==> config.mk <==
export PLATFORM = sky130hd
export DESIGN_NAME = tlfdl_byte_port
export DESIGN_NICKNAME = d
export VERILOG_FILES = /design/src/inc/tlfdl_pkg.sv /design/src/logic/tlfdl_byte_port.sv /design/src/logic/tlfdl_run_counter.sv
export SDC_FILE = /design/constraint.sdc
export NUM_CORES = 1
export LEC_CHECK = 0
export BUFFER_PORTS_ARGS = -buffer_cell sky130_fd_sc_hd__buf_2
export CORE_MARGIN = 2
export CORE_UTILIZATION = 25
export CTS_BUF_LIST = sky130_fd_sc_hd__clkbuf_16
export CTS_CLUSTER_SIZE = 30
export DETAILED_ROUTE_END_ITERATION = 10
export GPL_ROUTABILITY_DRIVEN = 0
export GPL_TIMING_DRIVEN = 0
export PLACE_DENSITY = 0.42
export SYNTH_ARGS = -nofsm -noshare
export SYNTH_HDL_FRONTEND = slang
export SYNTH_HIERARCHICAL = 1
export SYNTH_SLANG_ARGS = --single-unit
==> constraint.sdc <==
create_clock -name pclk -period 4.5 [get_ports pclk]
set_input_delay 0.225 -clock pclk [delete_from_list [all_inputs] [get_ports pclk]]
set_output_delay 0.225 -clock pclk [all_outputs]
set_load 0.05 [all_outputs]
==> src/inc/tlfdl_pkg.sv <==
package tlfdl_pkg;

  // ==========================================================================
  // Register map (printed offsets are not multiples of four: byte addr = 4*idx)
  localparam logic [7:0] IDX_RX_BYTE = 8'hC0;
  localparam logic [7:0] IDX_TX_BYTE = 8'hC1;
  localparam logic [7:0] IDX_MATCH_ONE = 8'hC2;
  localparam logic [7:0] IDX_MATCH_TWO = 8'hC3;
  localparam logic [7:0] IDX_CTRL = 8'hC4;
  localparam logic [7:0] IDX_STATUS = 8'hC5;
  localparam logic [7:0] IDX_MASK = 8'hC6;
  localparam int ADDR_W = 12;

  // ==========================================================================
  // Control bit positions
  localparam int CTRL_DESTUFF = 0;
  localparam int CTRL_STUFF = 1;
  localparam int CTRL_FS_SRC = 2;
  localparam int CTRL_MF_LOAD = 3;
  localparam int CTRL_D4 = 4;

  // Status and mask bit positions
  localparam int ST_MATCH = 1;
  localparam int ST_TX_EMPTY = 2;
  localparam int ST_RX_FULL = 3;

  // ==========================================================================
  // Reset values and counts
  localparam logic [7:0] BYTE_RST = 8'h00;
  localparam logic [4:0] CTRL_RST = 5'h00;
  localparam logic [3:0] FLAG_RST = 4'h0;
  localparam logic [2:0] RUN_STUFF = 3'h5;
  localparam logic [2:0] RUN_SAT = 3'h6;
  localparam logic [2:0] BIT_LAST = 3'h7;

  typedef struct packed {
    logic [7:0] sh;
    logic [2:0] cnt;
    logic [2:0] run;
    logic done;
    logic match;
  } tlfdl_rx_t;

  typedef struct packed {
    logic [7:0] sh;
    logic [2:0] cnt;
    logic [2:0] run;
    logic pend;
    logic done;
  } tlfdl_tx_t;

endpackage : tlfdl_pkg

==> src/logic/tlfdl_byte_port.sv <==
`timescale 1ns/100ps
`default_nettype none
module tlfdl_byte_port (
  input wire logic pclk,
  input wire logic presetn,
  input wire logic psel,
  input wire logic penable,
  input wire logic pwrite,
  input wire logic [11:0] paddr,
  input wire logic [31:0] pwdata,
  input wire logic [3:0] pstrb,
  output logic [31:0] prdata,
  output logic pready,
  output logic pslverr,
  input wire logic rx_bit_valid,
  input wire logic rx_bit,
  input wire logic tx_bit_req,
  input wire logic mf_boundary,
  input wire logic fs_alt_bit,
  output logic tx_bit,
  output logic tx_bit_valid,
  output logic irq_n
);

  // ==========================================================================
  // State
  typedef struct packed {
    tlfdl_pkg::tlfdl_rx_t rx;
    tlfdl_pkg::tlfdl_tx_t tx;
    logic [7:0] rx_byte;
    logic [7:0] tx_byte;
    logic [7:0] m1;
    logic [7:0] m2;
    logic [4:0] ctrl;
    logic [3:0] status;
    logic [3:0] mask;
    logic [31:0] prdata;
    logic pready;
    logic pslverr;
    logic tx_bit;
    logic tx_bit_valid;
    logic irq_n;
  } tlfdl_state_t;

  tlfdl_state_t s_r;
  tlfdl_state_t s_nxt;

  logic [2:0] rx_run_nxt;
  logic rx_five;
  logic [2:0] tx_run_nxt;
  logic tx_five;
  logic tx_cur;

  assign tx_cur = s_r.tx.sh[0];

  // ==========================================================================
  // Ones-run trackers for destuffing and stuffing
  tlfdl_run_counter u_rx_run (
    .run(s_r.rx.run),
    .bit_in(rx_bit),
    .run_nxt(rx_run_nxt),
    .hit_five(rx_five)
  );

  tlfdl_run_counter u_tx_run (
    .run(s_r.tx.run),
    .bit_in(tx_cur),
    .run_nxt(tx_run_nxt),
    .hit_five(tx_five)
  );

  // ==========================================================================
  // Next state
  always_comb begin
    logic acc;
    logic [9:0] idx;
    logic [7:0] wb;
    logic [3:0] set;
    logic [7:0] done_byte;
    logic stuffing;
    logic take_new;
    acc = 1'b0;
    idx = 10'h000;
    wb = 8'h00;
    set = 4'h0;
    done_byte = 8'h00;
    stuffing = 1'b0;
    take_new = 1'b0;
    s_nxt = s_r;
    s_nxt.pready = 1'b0;
    s_nxt.pslverr = 1'b0;
    s_nxt.tx_bit_valid = 1'b0;

    // Receive path
    if (rx_bit_valid) begin
      s_nxt.rx.run = rx_run_nxt;
      if (s_r.ctrl[tlfdl_pkg::CTRL_DESTUFF] && rx_five && !rx_bit) begin
        // Stuffed zero is dropped; run of exactly five only
      end else begin
        done_byte = {rx_bit, s_r.rx.sh[7:1]};
        s_nxt.rx.sh = done_byte;
        s_nxt.rx.cnt = s_r.rx.cnt + 3'h1;
        if (s_r.rx.cnt == tlfdl_pkg::BIT_LAST) begin
          s_nxt.rx_byte = done_byte; // Overwrites unread byte
          set[tlfdl_pkg::ST_RX_FULL] = 1'b1;
          if (done_byte == s_r.m1 || done_byte == s_r.m2) begin
            set[tlfdl_pkg::ST_MATCH] = 1'b1;
          end
        end
      end
    end

    // Transmit path
    if (tx_bit_req) begin
      s_nxt.tx_bit_valid = 1'b1;
      stuffing = s_r.ctrl[tlfdl_pkg::CTRL_STUFF] && !s_r.ctrl[tlfdl_pkg::CTRL_D4];
      if (s_r.ctrl[tlfdl_pkg::CTRL_D4] && s_r.ctrl[tlfdl_pkg::CTRL_FS_SRC]) begin
        s_nxt.tx_bit = fs_alt_bit; // Fs from alternate source
      end else if (stuffing && s_r.tx.run == tlfdl_pkg::RUN_STUFF) begin
        s_nxt.tx_bit = 1'b0;
        s_nxt.tx.run = 3'h0;
      end else begin
        s_nxt.tx_bit = tx_cur;
        s_nxt.tx.run = tx_run_nxt;
        s_nxt.tx.sh = {1'b0, s_r.tx.sh[7:1]};
        s_nxt.tx.cnt = s_r.tx.cnt + 3'h1;
        if (s_r.tx.cnt == tlfdl_pkg::BIT_LAST) begin
          set[tlfdl_pkg::ST_TX_EMPTY] = 1'b1;
          take_new = 1'b1;
        end
      end
    end
    // Multiframe-load: byte reloads only at multiframe boundaries in D4
    if (s_r.ctrl[tlfdl_pkg::CTRL_MF_LOAD] && s_r.ctrl[tlfdl_pkg::CTRL_D4]) begin
      take_new = mf_boundary && (s_r.tx.cnt == 3'h0) && !tx_bit_req;
    end
    if (take_new) begin
      s_nxt.tx.sh = s_r.tx_byte; // Unchanged byte resent
      s_nxt.tx.cnt = 3'h0;
    end

    // APB slave: one wait state, pready answered in the cycle after the first access cycle
    acc = psel && penable && !s_r.pready;
    idx = paddr[11:2];
    wb = pwdata[7:0];
    if (acc) begin
      s_nxt.pready = 1'b1;
      s_nxt.prdata = 32'h0000_0000;
      if (idx[9:8] != 2'h0) begin
        s_nxt.pslverr = 1'b1;
      end else begin
        unique case (idx[7:0])
          tlfdl_pkg::IDX_RX_BYTE: begin
            s_nxt.prdata[7:0] = s_r.rx_byte;
            if (pwrite) begin
              s_nxt.pslverr = 1'b1;
            end
          end
          tlfdl_pkg::IDX_TX_BYTE: begin
            s_nxt.prdata[7:0] = s_r.tx_byte;
            if (pwrite && pstrb[0]) begin
              s_nxt.tx_byte = wb;
            end
          end
          tlfdl_pkg::IDX_MATCH_ONE: begin
            s_nxt.prdata[7:0] = s_r.m1;
            if (pwrite && pstrb[0]) begin
              s_nxt.m1 = wb;
            end
          end
          tlfdl_pkg::IDX_MATCH_TWO: begin
            s_nxt.prdata[7:0] = s_r.m2;
            if (pwrite && pstrb[0]) begin
              s_nxt.m2 = wb;
            end
          end
          tlfdl_pkg::IDX_CTRL: begin
            s_nxt.prdata[4:0] = s_r.ctrl;
            if (pwrite && pstrb[0]) begin
              s_nxt.ctrl = wb[4:0];
            end
          end
          tlfdl_pkg::IDX_STATUS: begin
            s_nxt.prdata[3:0] = s_r.status;
            if (pwrite && pstrb[0]) begin
              s_nxt.status = s_r.status & ~wb[3:0];
            end
          end
          tlfdl_pkg::IDX_MASK: begin
            s_nxt.prdata[3:0] = s_r.mask;
            if (pwrite && pstrb[0]) begin
              s_nxt.mask = wb[3:0];
            end
          end
          default: begin
            s_nxt.pslverr = 1'b1;
          end
        endcase
      end
    end

    // Hardware set wins over a same-cycle write-one clear
    s_nxt.status = s_nxt.status | set;
    s_nxt.status[0] = 1'b0;
    s_nxt.irq_n = ~|(s_nxt.status & s_r.mask);
  end

  always_ff @(posedge pclk or negedge presetn) begin
    if (!presetn) begin
      s_r <= '0;
      s_r.rx_byte <= tlfdl_pkg::BYTE_RST;
      s_r.tx_byte <= tlfdl_pkg::BYTE_RST;
      s_r.ctrl <= tlfdl_pkg::CTRL_RST;
      s_r.status <= tlfdl_pkg::FLAG_RST;
      s_r.mask <= tlfdl_pkg::FLAG_RST;
      s_r.irq_n <= 1'b1;
    end else begin
      s_r <= s_nxt;
    end
  end

  // ==========================================================================
  // Outputs straight from flops
  assign prdata = s_r.prdata;
  assign pready = s_r.pready;
  assign pslverr = s_r.pslverr;
  assign tx_bit = s_r.tx_bit;
  assign tx_bit_valid = s_r.tx_bit_valid;
  assign irq_n = s_r.irq_n;

endmodule : tlfdl_byte_port
`default_nettype wire

==> src/logic/tlfdl_run_counter.sv <==
`timescale 1ns/100ps
`default_nettype none
module tlfdl_run_counter (
  input wire logic [2:0] run,
  input wire logic bit_in,
  output logic [2:0] run_nxt,
  output logic hit_five
);
  // Saturates at six so that six-or-more is distinguishable from five
  always_comb begin
    hit_five = (run == tlfdl_pkg::RUN_STUFF);
    if (!bit_in) begin
      run_nxt = 3'h0;
    end else if (run == tlfdl_pkg::RUN_SAT) begin
      run_nxt = run;
    end else begin
      run_nxt = run + 3'h1;
    end
  end
endmodule : tlfdl_run_counter
`default_nettype wire

==> impl_metrics.toml, run 1 <==
[timing]
slew_viol_final = 0
clock.fmax_mhz = 439
worst_pin_slew_ns = 1.03
relSlewSlack = 0.314
hold_violations = 0
rsz0062_at_grt = "false"
setup_viol = 0
min_period_ns = 2.28
skew_ns = 0.00622
period_share = 0.506
finalSetupTns_ns = 0

[logic_synthesis]
avgSynthCellArea_sq_um = 11.8
netlist_area_sq_um = 4400
synth_warnings = 6
syn_inst = 374

[cells_and_area]
syn_to_final_growth_pct = 20.2
final_cells = 679
regArea_sq_um = 2100
drive_gt1_frac = 0.374
n_antenna_cell = 0
nets = 517
multi_input_area_sq_um = 2070
nFillCells = 1785

[setup_path]
cp-end-kind = "flop"
cp.arrival_ns = 2.50
reg2reg_depth = 6
criticalPathCategory = "reg -> reg"
crit_fanout = 10
start_kind = "flop"
rrSetupSlack_ns = 2.22
reg2reg_from = "s_r[100]"
cp_data_required_time_ns = 4.73
r2r_end = "s_r[78]"

[min_path]
worstHoldPathType = "in -> reg"
whs_path_depth = 1
min_from = "tx_bit_req"
holdPathEnd = "tx_bit_valid"

[global_routing]
grt_first_pass_wirelength_um = 17200
antenna_found_initial = 0
grt.overflow.total = 0
grt_pass1_vias = 3037
track_usage = 0.123
grt_max_degree = 59

[flow_run]
cap_violations = 0

[clock_tree]
htree_levels = 3
cts.path.max_buffers = 2
post_cts.repair.setup_buffers = 0
cts_root_buffer = "clkbuf_16"
clk-insertion-delay-late_ns = 0.34
cts_inserted_buffers = 9
clock-sinks = 84
cts_tree = "yes"
path_clk_slew_ns = 0.06
postCtsResizedCells = 0

[route]
num_vias = 2954
highest_layer = "met4"
wl_met2_um = 4920
wl_met3_um = 455
wl_met1_um = 5200
wl_um = 10700
drtPass1Iterations = 4
antenna_left = 0
drc = 0
drtIter0Drc = 151
via_per_inst = 4.35
routedWlPerCell_um = 15.7

[placement]
io_buffers = 39
dpl.cell_count = 662
hpwl_um = 7900

[pwr]
p_int_mw = 1.45
sw_frac_of_total = 0.283
p_seq_frac = 0.457
peakVddDrop_mv = 0.197
leakagePower_nw = 2.52
cellPowerDensity_nw_per_um2 = 383
p_clk_frac = 0.353
switchingPower_mw = 0.573
p_comb_frac = 0.189

[die]
die_w_um = 137
io_pins = 95
core_area_sq_um = 17200
rows = 48
die_y_um = 137
start_util = 0.255
dieArea_sq_um = 18700

[outcome]
status = "finished, final reports clean"
## routing by layer
metal,vias to the layer above,GRT usage
li1,1426,-
met1,1460,0.171
met2,60,0.191
met3,8,0.0330
met4,0,0.0313
met5,-,0
## final cells by class
cell class	instances	share of cell area
inverters	10	0.00710
flip-flops and latches	84	0.398
multi-input cells	262	0.391
well taps	225	0.0532
clock buffers	9	0.0426
repair buffers	41	0.0445
clock inverters	7	0.0111
plain buffers	41	0.0525
## cells in the final DEF (no fill, tap or decap), drive strengths merged, types with 2 or more instances in the layout
| cell | count |
|---|---|
| a21oi | 8 |
| a222oi | 4 |
| a22o | 5 |
| a22oi | 4 |
| a2bb2oi | 2 |
| a31oi | 4 |
| and2 | 3 |
| and3 | 5 |
| buf | 76 |
| clkbuf | 14 |
| clkinv | 4 |
| conb | 24 |
| dfrtp | 83 |
| ha | 10 |
| inv | 11 |
| mux2 | 73 |
| mux2i | 2 |
| mux4 | 3 |
| nand2 | 36 |
| nand3 | 8 |
| nand4 | 5 |
| nor2 | 9 |
| nor2b | 2 |
| nor3 | 3 |
| nor3b | 2 |
| nor4 | 2 |
| o21a | 4 |
| o21ai | 12 |
| or3 | 2 |
| xnor2 | 18 |
## sequential cells by signal, indices dropped and copies added (netlist names)
signal and cells:
tx_bit_valid 1, pslverr 1, irq_n 1, pready 1
tx_bit 1, s_r 71, prdata 8
## timing repair
action                     CTS  global route
hold buffers                 1             0
setup endpoints to repair    0             0
hold endpoints to repair    26             0
## stage by stage
stage	hold slack, ns	worst slack, ns	total power [mW]	utilization	cell area, sq um
global route	0.0478	2.05	2.16	0.307	5290
floorplan	-0.0706	2.32	1.21	-	4490
CTS	0.0482	2.20	2.06	0.307	5290
finish	0.0610	2.22	2.03	0.307	5290
detailed placement	0.188	2.20	1.33	0.290	4990
global placement	0.412	2.18	1.31	0.288	4960
## power groups by stage
| stage | logic (mW) | clock network, mW | registers [mW] |
|---|---|---|---|
| floorplan | 0.287 | 0 | 0.924 |
| global placement | 0.372 | 0 | 0.940 |
| detailed placement | 0.388 | 0 | 0.940 |
| CTS | 0.389 | 0.742 | 0.927 |
| global route | 0.433 | 0.781 | 0.945 |
| finish | 0.384 | 0.716 | 0.927 |
## critical path, cell delays in order (launching register included)
cell	delay, ns
dfrtp_1	0.43
ha_1	0.21
and2_2	0.18
nand2_1	0.05
o21ai_0	0.09
nor2_1	0.79
mux2_2	0.42
## worst max path at each step
stage / startpoint / end / slack (ns) / cells after the start
after floorplan: pready / s_r[66] / 2.32 / 4
after global placement: paddr[3] / prdata[3] / 2.18 / 5
after detailed placement: paddr[3] / prdata[3] / 2.20 / 5
after CTS: s_r[100] / s_r[76] / 2.20 / 6
after global routing: s_r[101] / s_r[76] / 2.05 / 7
final: s_r[100] / s_r[78] / 2.22 / 6
(Power assumes the default switching activity.)
==> inputs of run 2 (changes only) <==
--- a/config.mk
+++ b/config.mk
@@ -13,7 +13,7 @@
 export DETAILED_ROUTE_END_ITERATION = 10
 export GPL_ROUTABILITY_DRIVEN = 0
 export GPL_TIMING_DRIVEN = 0
-export PLACE_DENSITY = 0.42
+export PLACE_DENSITY = 0.43
 export SYNTH_ARGS = -nofsm -noshare
 export SYNTH_HDL_FRONTEND = slang
 export SYNTH_HIERARCHICAL = 1
==> constraint.sdc (replaced) <==
create_clock -name pclk -period 2.04 [get_ports pclk]
set_input_delay 0.102 -clock pclk [delete_from_list [all_inputs] [get_ports pclk]]
set_output_delay 0.102 -clock pclk [all_outputs]
set_load 0.05 [all_outputs]
==> impl_metrics.toml, run 2 (same netlist as run 1, synthesis figures left out) <==
[outcome]
status = "finished, final reports clean"

[clock_tree]
clk-insertion-delay-late_ns = 0.35
cts_inserted_buffers = 9
path_clk_slew_ns = 0.06
htree_levels = 3
cts_tree = "yes"
cts.path.max_buffers = 2
cts_root_buffer = "clkbuf_16"
clock-sinks = 84

[timing]
worst_pin_slew_ns = 0.599
hold_violations = 0
relSlewSlack = 0.601
setup_viol = 0
min_period_ns = 1.98
period_share = 0.970
fin_ws_ns = 0.0605
rsz0062_at_grt = "true"
holdWs_ns = 0.0234
clock.fmax_mhz = 505
skew_ns = 0.00568
slew_viol_final = 0

[route]
via_per_inst = 4.50
drtIter0Drc = 157
num_vias = 3080
highest_layer = "met4"
wl_met1_um = 5340
drc = 0
wl_met3_um = 546
antenna_left = 0
routedWlPerCell_um = 16.4
wl_met2_um = 5120
drtPass1Iterations = 4
wl_um = 11200

[die]
die_w_um = 137
start_util = 0.255
rows = 48
core_area_sq_um = 17200
io_pins = 95
die_y_um = 137
dieArea_sq_um = 18700

[setup_path]
cp_data_required_time_ns = 2.27
cp-end-kind = "flop"
cp_cell_sequence = "nor4bb_4, nand2_2, nand3_4, mux2_4, mux2_2"
slowest_stage = "dfrtp_2"
critical_path.top_delay_family = "simple AND/OR/NAND/NOR gates"
cp.arrival_ns = 2.21
crit_fanout = 6
slowest_delay_ns = 0.47
criticalPathCategory = "reg -> reg"
crit_buf_inv = 0
start_kind = "flop"

[placement]
postPlaceCellArea_sq_um = 5000
io_buffers = 39
hpwl_um = 7930
pre_cts_ws_ns = -0.284

[flow_run]
cap_violations = 0

[cells_and_area]
final_cell_mix = "dfrtp_1 (81), mux2_2 (64), buf_2 (41), buf_4 (37), nand2_1 (32)"
nets = 524
largest-register = "s_r"
final_util = 0.316
n_antenna_cell = 0
fin_area_sq_um = 5440
largest_reg_flops = 71
final_common_cell = "dfrtp_1"
syn_to_final_growth_pct = 23.6
drive_gt1_frac = 0.409

[global_routing]
grt.overflow.total = 0
antenna_found_initial = 0
grt_first_pass_wirelength_um = 17500
grt_max_degree = 70
grt_pass1_vias = 3109
track_usage = 0.126

[pwr]
cellPowerDensity_nw_per_um2 = 803
finalPower_mw = 4.37
peakVddDrop_mv = 0.383
leakagePower_nw = 2.58

[min_path]
worstHoldPathType = "in -> reg"
[run 2: area by class of cell]
type	count	area, sq um
Timing Repair Buffer	47	295
Multi-Input combinational cell	263	2190
Clock buffer	9	225
Sequential cell	84	2110
Inverter	10	37.5
Buffer	41	280
Clock inverter	6	23.8
Fill cell	1762	11800
Tap cell	225	282
[run 2: per-layer routing]
metal	GRT usage	vias up
li1	-	1451
met1	0.169	1532
met2	0.196	85
met3	0.0311	12
met4	0.0457	0
met5	0	-
[run 2: final timing paths]
kind / slack (ns) / from / endpoint / cells past startpoint
max: 0.06 / s_r[49] / s_r[91] / 5
min in group asynchronous: 0.16 / presetn / s_r[94] / 2
max reg2reg: 0.06 / s_r[49] / s_r[91] / 5
min: 0.02 / pwdata[5] / s_r[71] / 2
max in group asynchronous: 1.22 / presetn / irq_n / 3
min reg2reg: 0.47 / s_r[40] / irq_n / 1
[run 2: per-stage QoR]
step / std cells / TNS [ns]
global route: 685 / -0.0871
CTS: 681 / -0.108
floorplan: 397 / 0
finish: 685 / 0
global placement: 661 / -4.34
detailed placement: 662 / -4.64
[run 2: repair_timing]
item | CTS | global route
endpoints found under the setup margin | 32 | 53
cloned | 0 | 1
pin swaps | 1 | 6
resized for setup | 9 | 19
hold endpoints to repair | 84 | 0
hold buffers | 2 | 0
buffers inserted | 2 | 3
[run 2: worst reg2reg max path: cells and delay by family, from the launching register on]
kind / cells / cell delay (ns)
muxes: 2 / 0.57
and+or+nand+nor: 3 / 0.83
DFF: 1 / 0.47
[run 2: power by group]
part | switching, mW | leakage [nW] | internal (mW)
sequential | 0.172 | 1.11 | 1.88
combinational | 0.456 | 1.34 | 0.412
clock | 0.657 | 0.126 | 0.794
total | 1.29 | 2.58 | 3.08
==> inputs of run 3 (changes only) <==
--- a/config.mk
+++ b/config.mk
@@ -13,7 +13,7 @@
 export DETAILED_ROUTE_END_ITERATION = 10
 export GPL_ROUTABILITY_DRIVEN = 0
 export GPL_TIMING_DRIVEN = 0
-export PLACE_DENSITY = 0.43
+export PLACE_DENSITY = 0.42
 export SYNTH_ARGS = -nofsm -noshare
 export SYNTH_HDL_FRONTEND = slang
 export SYNTH_HIERARCHICAL = 1
==> constraint.sdc (replaced) <==
create_clock -name pclk -period 2.4 [get_ports pclk]
set_input_delay 0.12 -clock pclk [delete_from_list [all_inputs] [get_ports pclk]]
set_output_delay 0.12 -clock pclk [all_outputs]
set_load 0.05 [all_outputs]
==> impl_metrics.toml, run 3 (same netlist as run 1, synthesis figures left out) <==
[timing]
slew_viol_final = 0
period_share = 0.905
relSlewSlack = 0.579
setup_viol = 0
rsz0062_at_grt = "false"
worst_pin_slew_ns = 0.631
holdWs_ns = 0.0473
finalSetupTns_ns = 0
hold_violations = 0
clock.fmax_mhz = 460
skew_ns = 0.00591
min_period_ns = 2.17

[cells_and_area]
final_cell_mix = "dfrtp_1 (83), mux2_2 (69), buf_2 (41), nand2_1 (36), buf_4 (33)"
final_common_cell = "dfrtp_1"
largest-register = "s_r"
nFillCells = 1786
n_antenna_cell = 0
nets = 518
drive_gt1_frac = 0.380
fin_area_sq_um = 5310
largest_reg_flops = 71
syn_to_final_growth_pct = 20.6

[setup_path]
cp_data_required_time_ns = 2.62
crit_fanout = 5
cp-end-kind = "flop"
cp.arrival_ns = 2.40
start_kind = "flop"
criticalPathCategory = "reg -> reg"

[route]
routedWlPerCell_um = 15.8
wl_um = 10700
drc = 0
drtIter0Drc = 183
antenna_left = 0
via_per_inst = 4.37
num_vias = 2972
drtPass1Iterations = 5

[pwr]
sw_frac_of_total = 0.283
p_comb_frac = 0.190
p_seq_frac = 0.457
p_int_mw = 2.73
finalPower_mw = 3.80
leakagePower_nw = 2.52
switchingPower_mw = 1.08
p_clk_frac = 0.353
cellPowerDensity_nw_per_um2 = 717
peakVddDrop_mv = 0.371

[clock_tree]
clk-insertion-delay-late_ns = 0.34
cts.path.max_buffers = 2
path_clk_slew_ns = 0.06
cts_inserted_buffers = 9
cts_tree = "yes"
clock-sinks = 84
htree_levels = 3
cts_root_buffer = "clkbuf_16"

[outcome]
status = "finished, final reports clean"

[global_routing]
grt_pass1_vias = 3037
track_usage = 0.123
antenna_found_initial = 0
grt_max_degree = 59
grt_first_pass_wirelength_um = 17200
grt.overflow.total = 0

[die]
die_w_um = 137
die_y_um = 137
rows = 48
io_pins = 95
core_area_sq_um = 17200
dieArea_sq_um = 18700
start_util = 0.255

[flow_run]
cap_violations = 0

[placement]
postPlaceCellArea_sq_um = 4990
io_buffers = 39
hpwl_um = 7900

[min_path]
worstHoldPathType = "in -> reg"
[run 3: changes by cell type in the layout (fill, tap and decap cells not counted), sizes merged]
cell	previous run	this run
clkinvlp	0	1
bufinv	0	1
clkinv	5	4
buf	81	76
nand3	9	8
[run 3: metrics by stage]
step	std cells	setup slack (ns)	utilization
after global placement	661	0.113	0.288
after floorplan	397	0.216	-
after global routing	680	0.0454	0.308
final	680	0.227	0.308
after CTS	680	0.0995	0.307
after detailed placement	662	0.115	0.290
[run 3: power groups by stage]
| stage | Clock (mW) | Sequential [mW] | Combinational (mW) |
|---|---|---|---|
| 2_1_floorplan | 0 | 1.73 | 0.537 |
| 3_3_place_gp | 0 | 1.76 | 0.697 |
| 3_5_place_dp | 0 | 1.76 | 0.727 |
| 4_1_cts | 1.39 | 1.74 | 0.731 |
| 5_1_grt | 1.46 | 1.77 | 0.815 |
| 6_report | 1.34 | 1.74 | 0.724 |
[run 3: timing repair]
item	4_1_cts	5_1_grt
setup endpoints to repair	0	15
hold buffers	2	0
hold endpoints to repair	27	0
setup buffers	0	0
resized for setup	0	3
[run 3: worst paths after layout]
check | slack, ns | end | cells past startpoint | start
setup / recovery | 0.23 | s_r[48] | 5 | pready
hold / removal | 0.05 | s_r[73] | 2 | pwdata[7]
setup reg to reg | 0.23 | s_r[48] | 5 | pready
hold reg to reg | 0.48 | irq_n | 1 | s_r[40]
max in group asynchronous | 1.49 | irq_n | 3 | presetn
min in group asynchronous | 0.24 | prdata[6] | 2 | presetn
[run 3: cell type report]
type	count	area, sq um	share of cell area
flip-flops and latches	84	2100	0.396
multi-input cells	262	2080	0.392
well taps	225	282	0.0530
plain buffers	41	278	0.0523
repair buffers	42	245	0.0462
clock buffers	9	225	0.0424
clock inverters	7	58.8	0.0111
inverters	10	37.5	0.00707
[run 3: layer usage]
metal	routed length [um]	track usage	up-vias
met3	463	0.0330	8
li1	-	-	1430
met1	5200	0.171	1467
met4	111	0.0313	0
met5	0	0	-
met2	4930	0.191	67
[run 3: critical path, cell delays in order, from the launching register on]
cell and delay (ns):
dfrtp_1 0.38, nand3b_1 0.29, or3_1 0.52, nor3_2 0.22
nand3_1 0.28, mux2_2 0.36
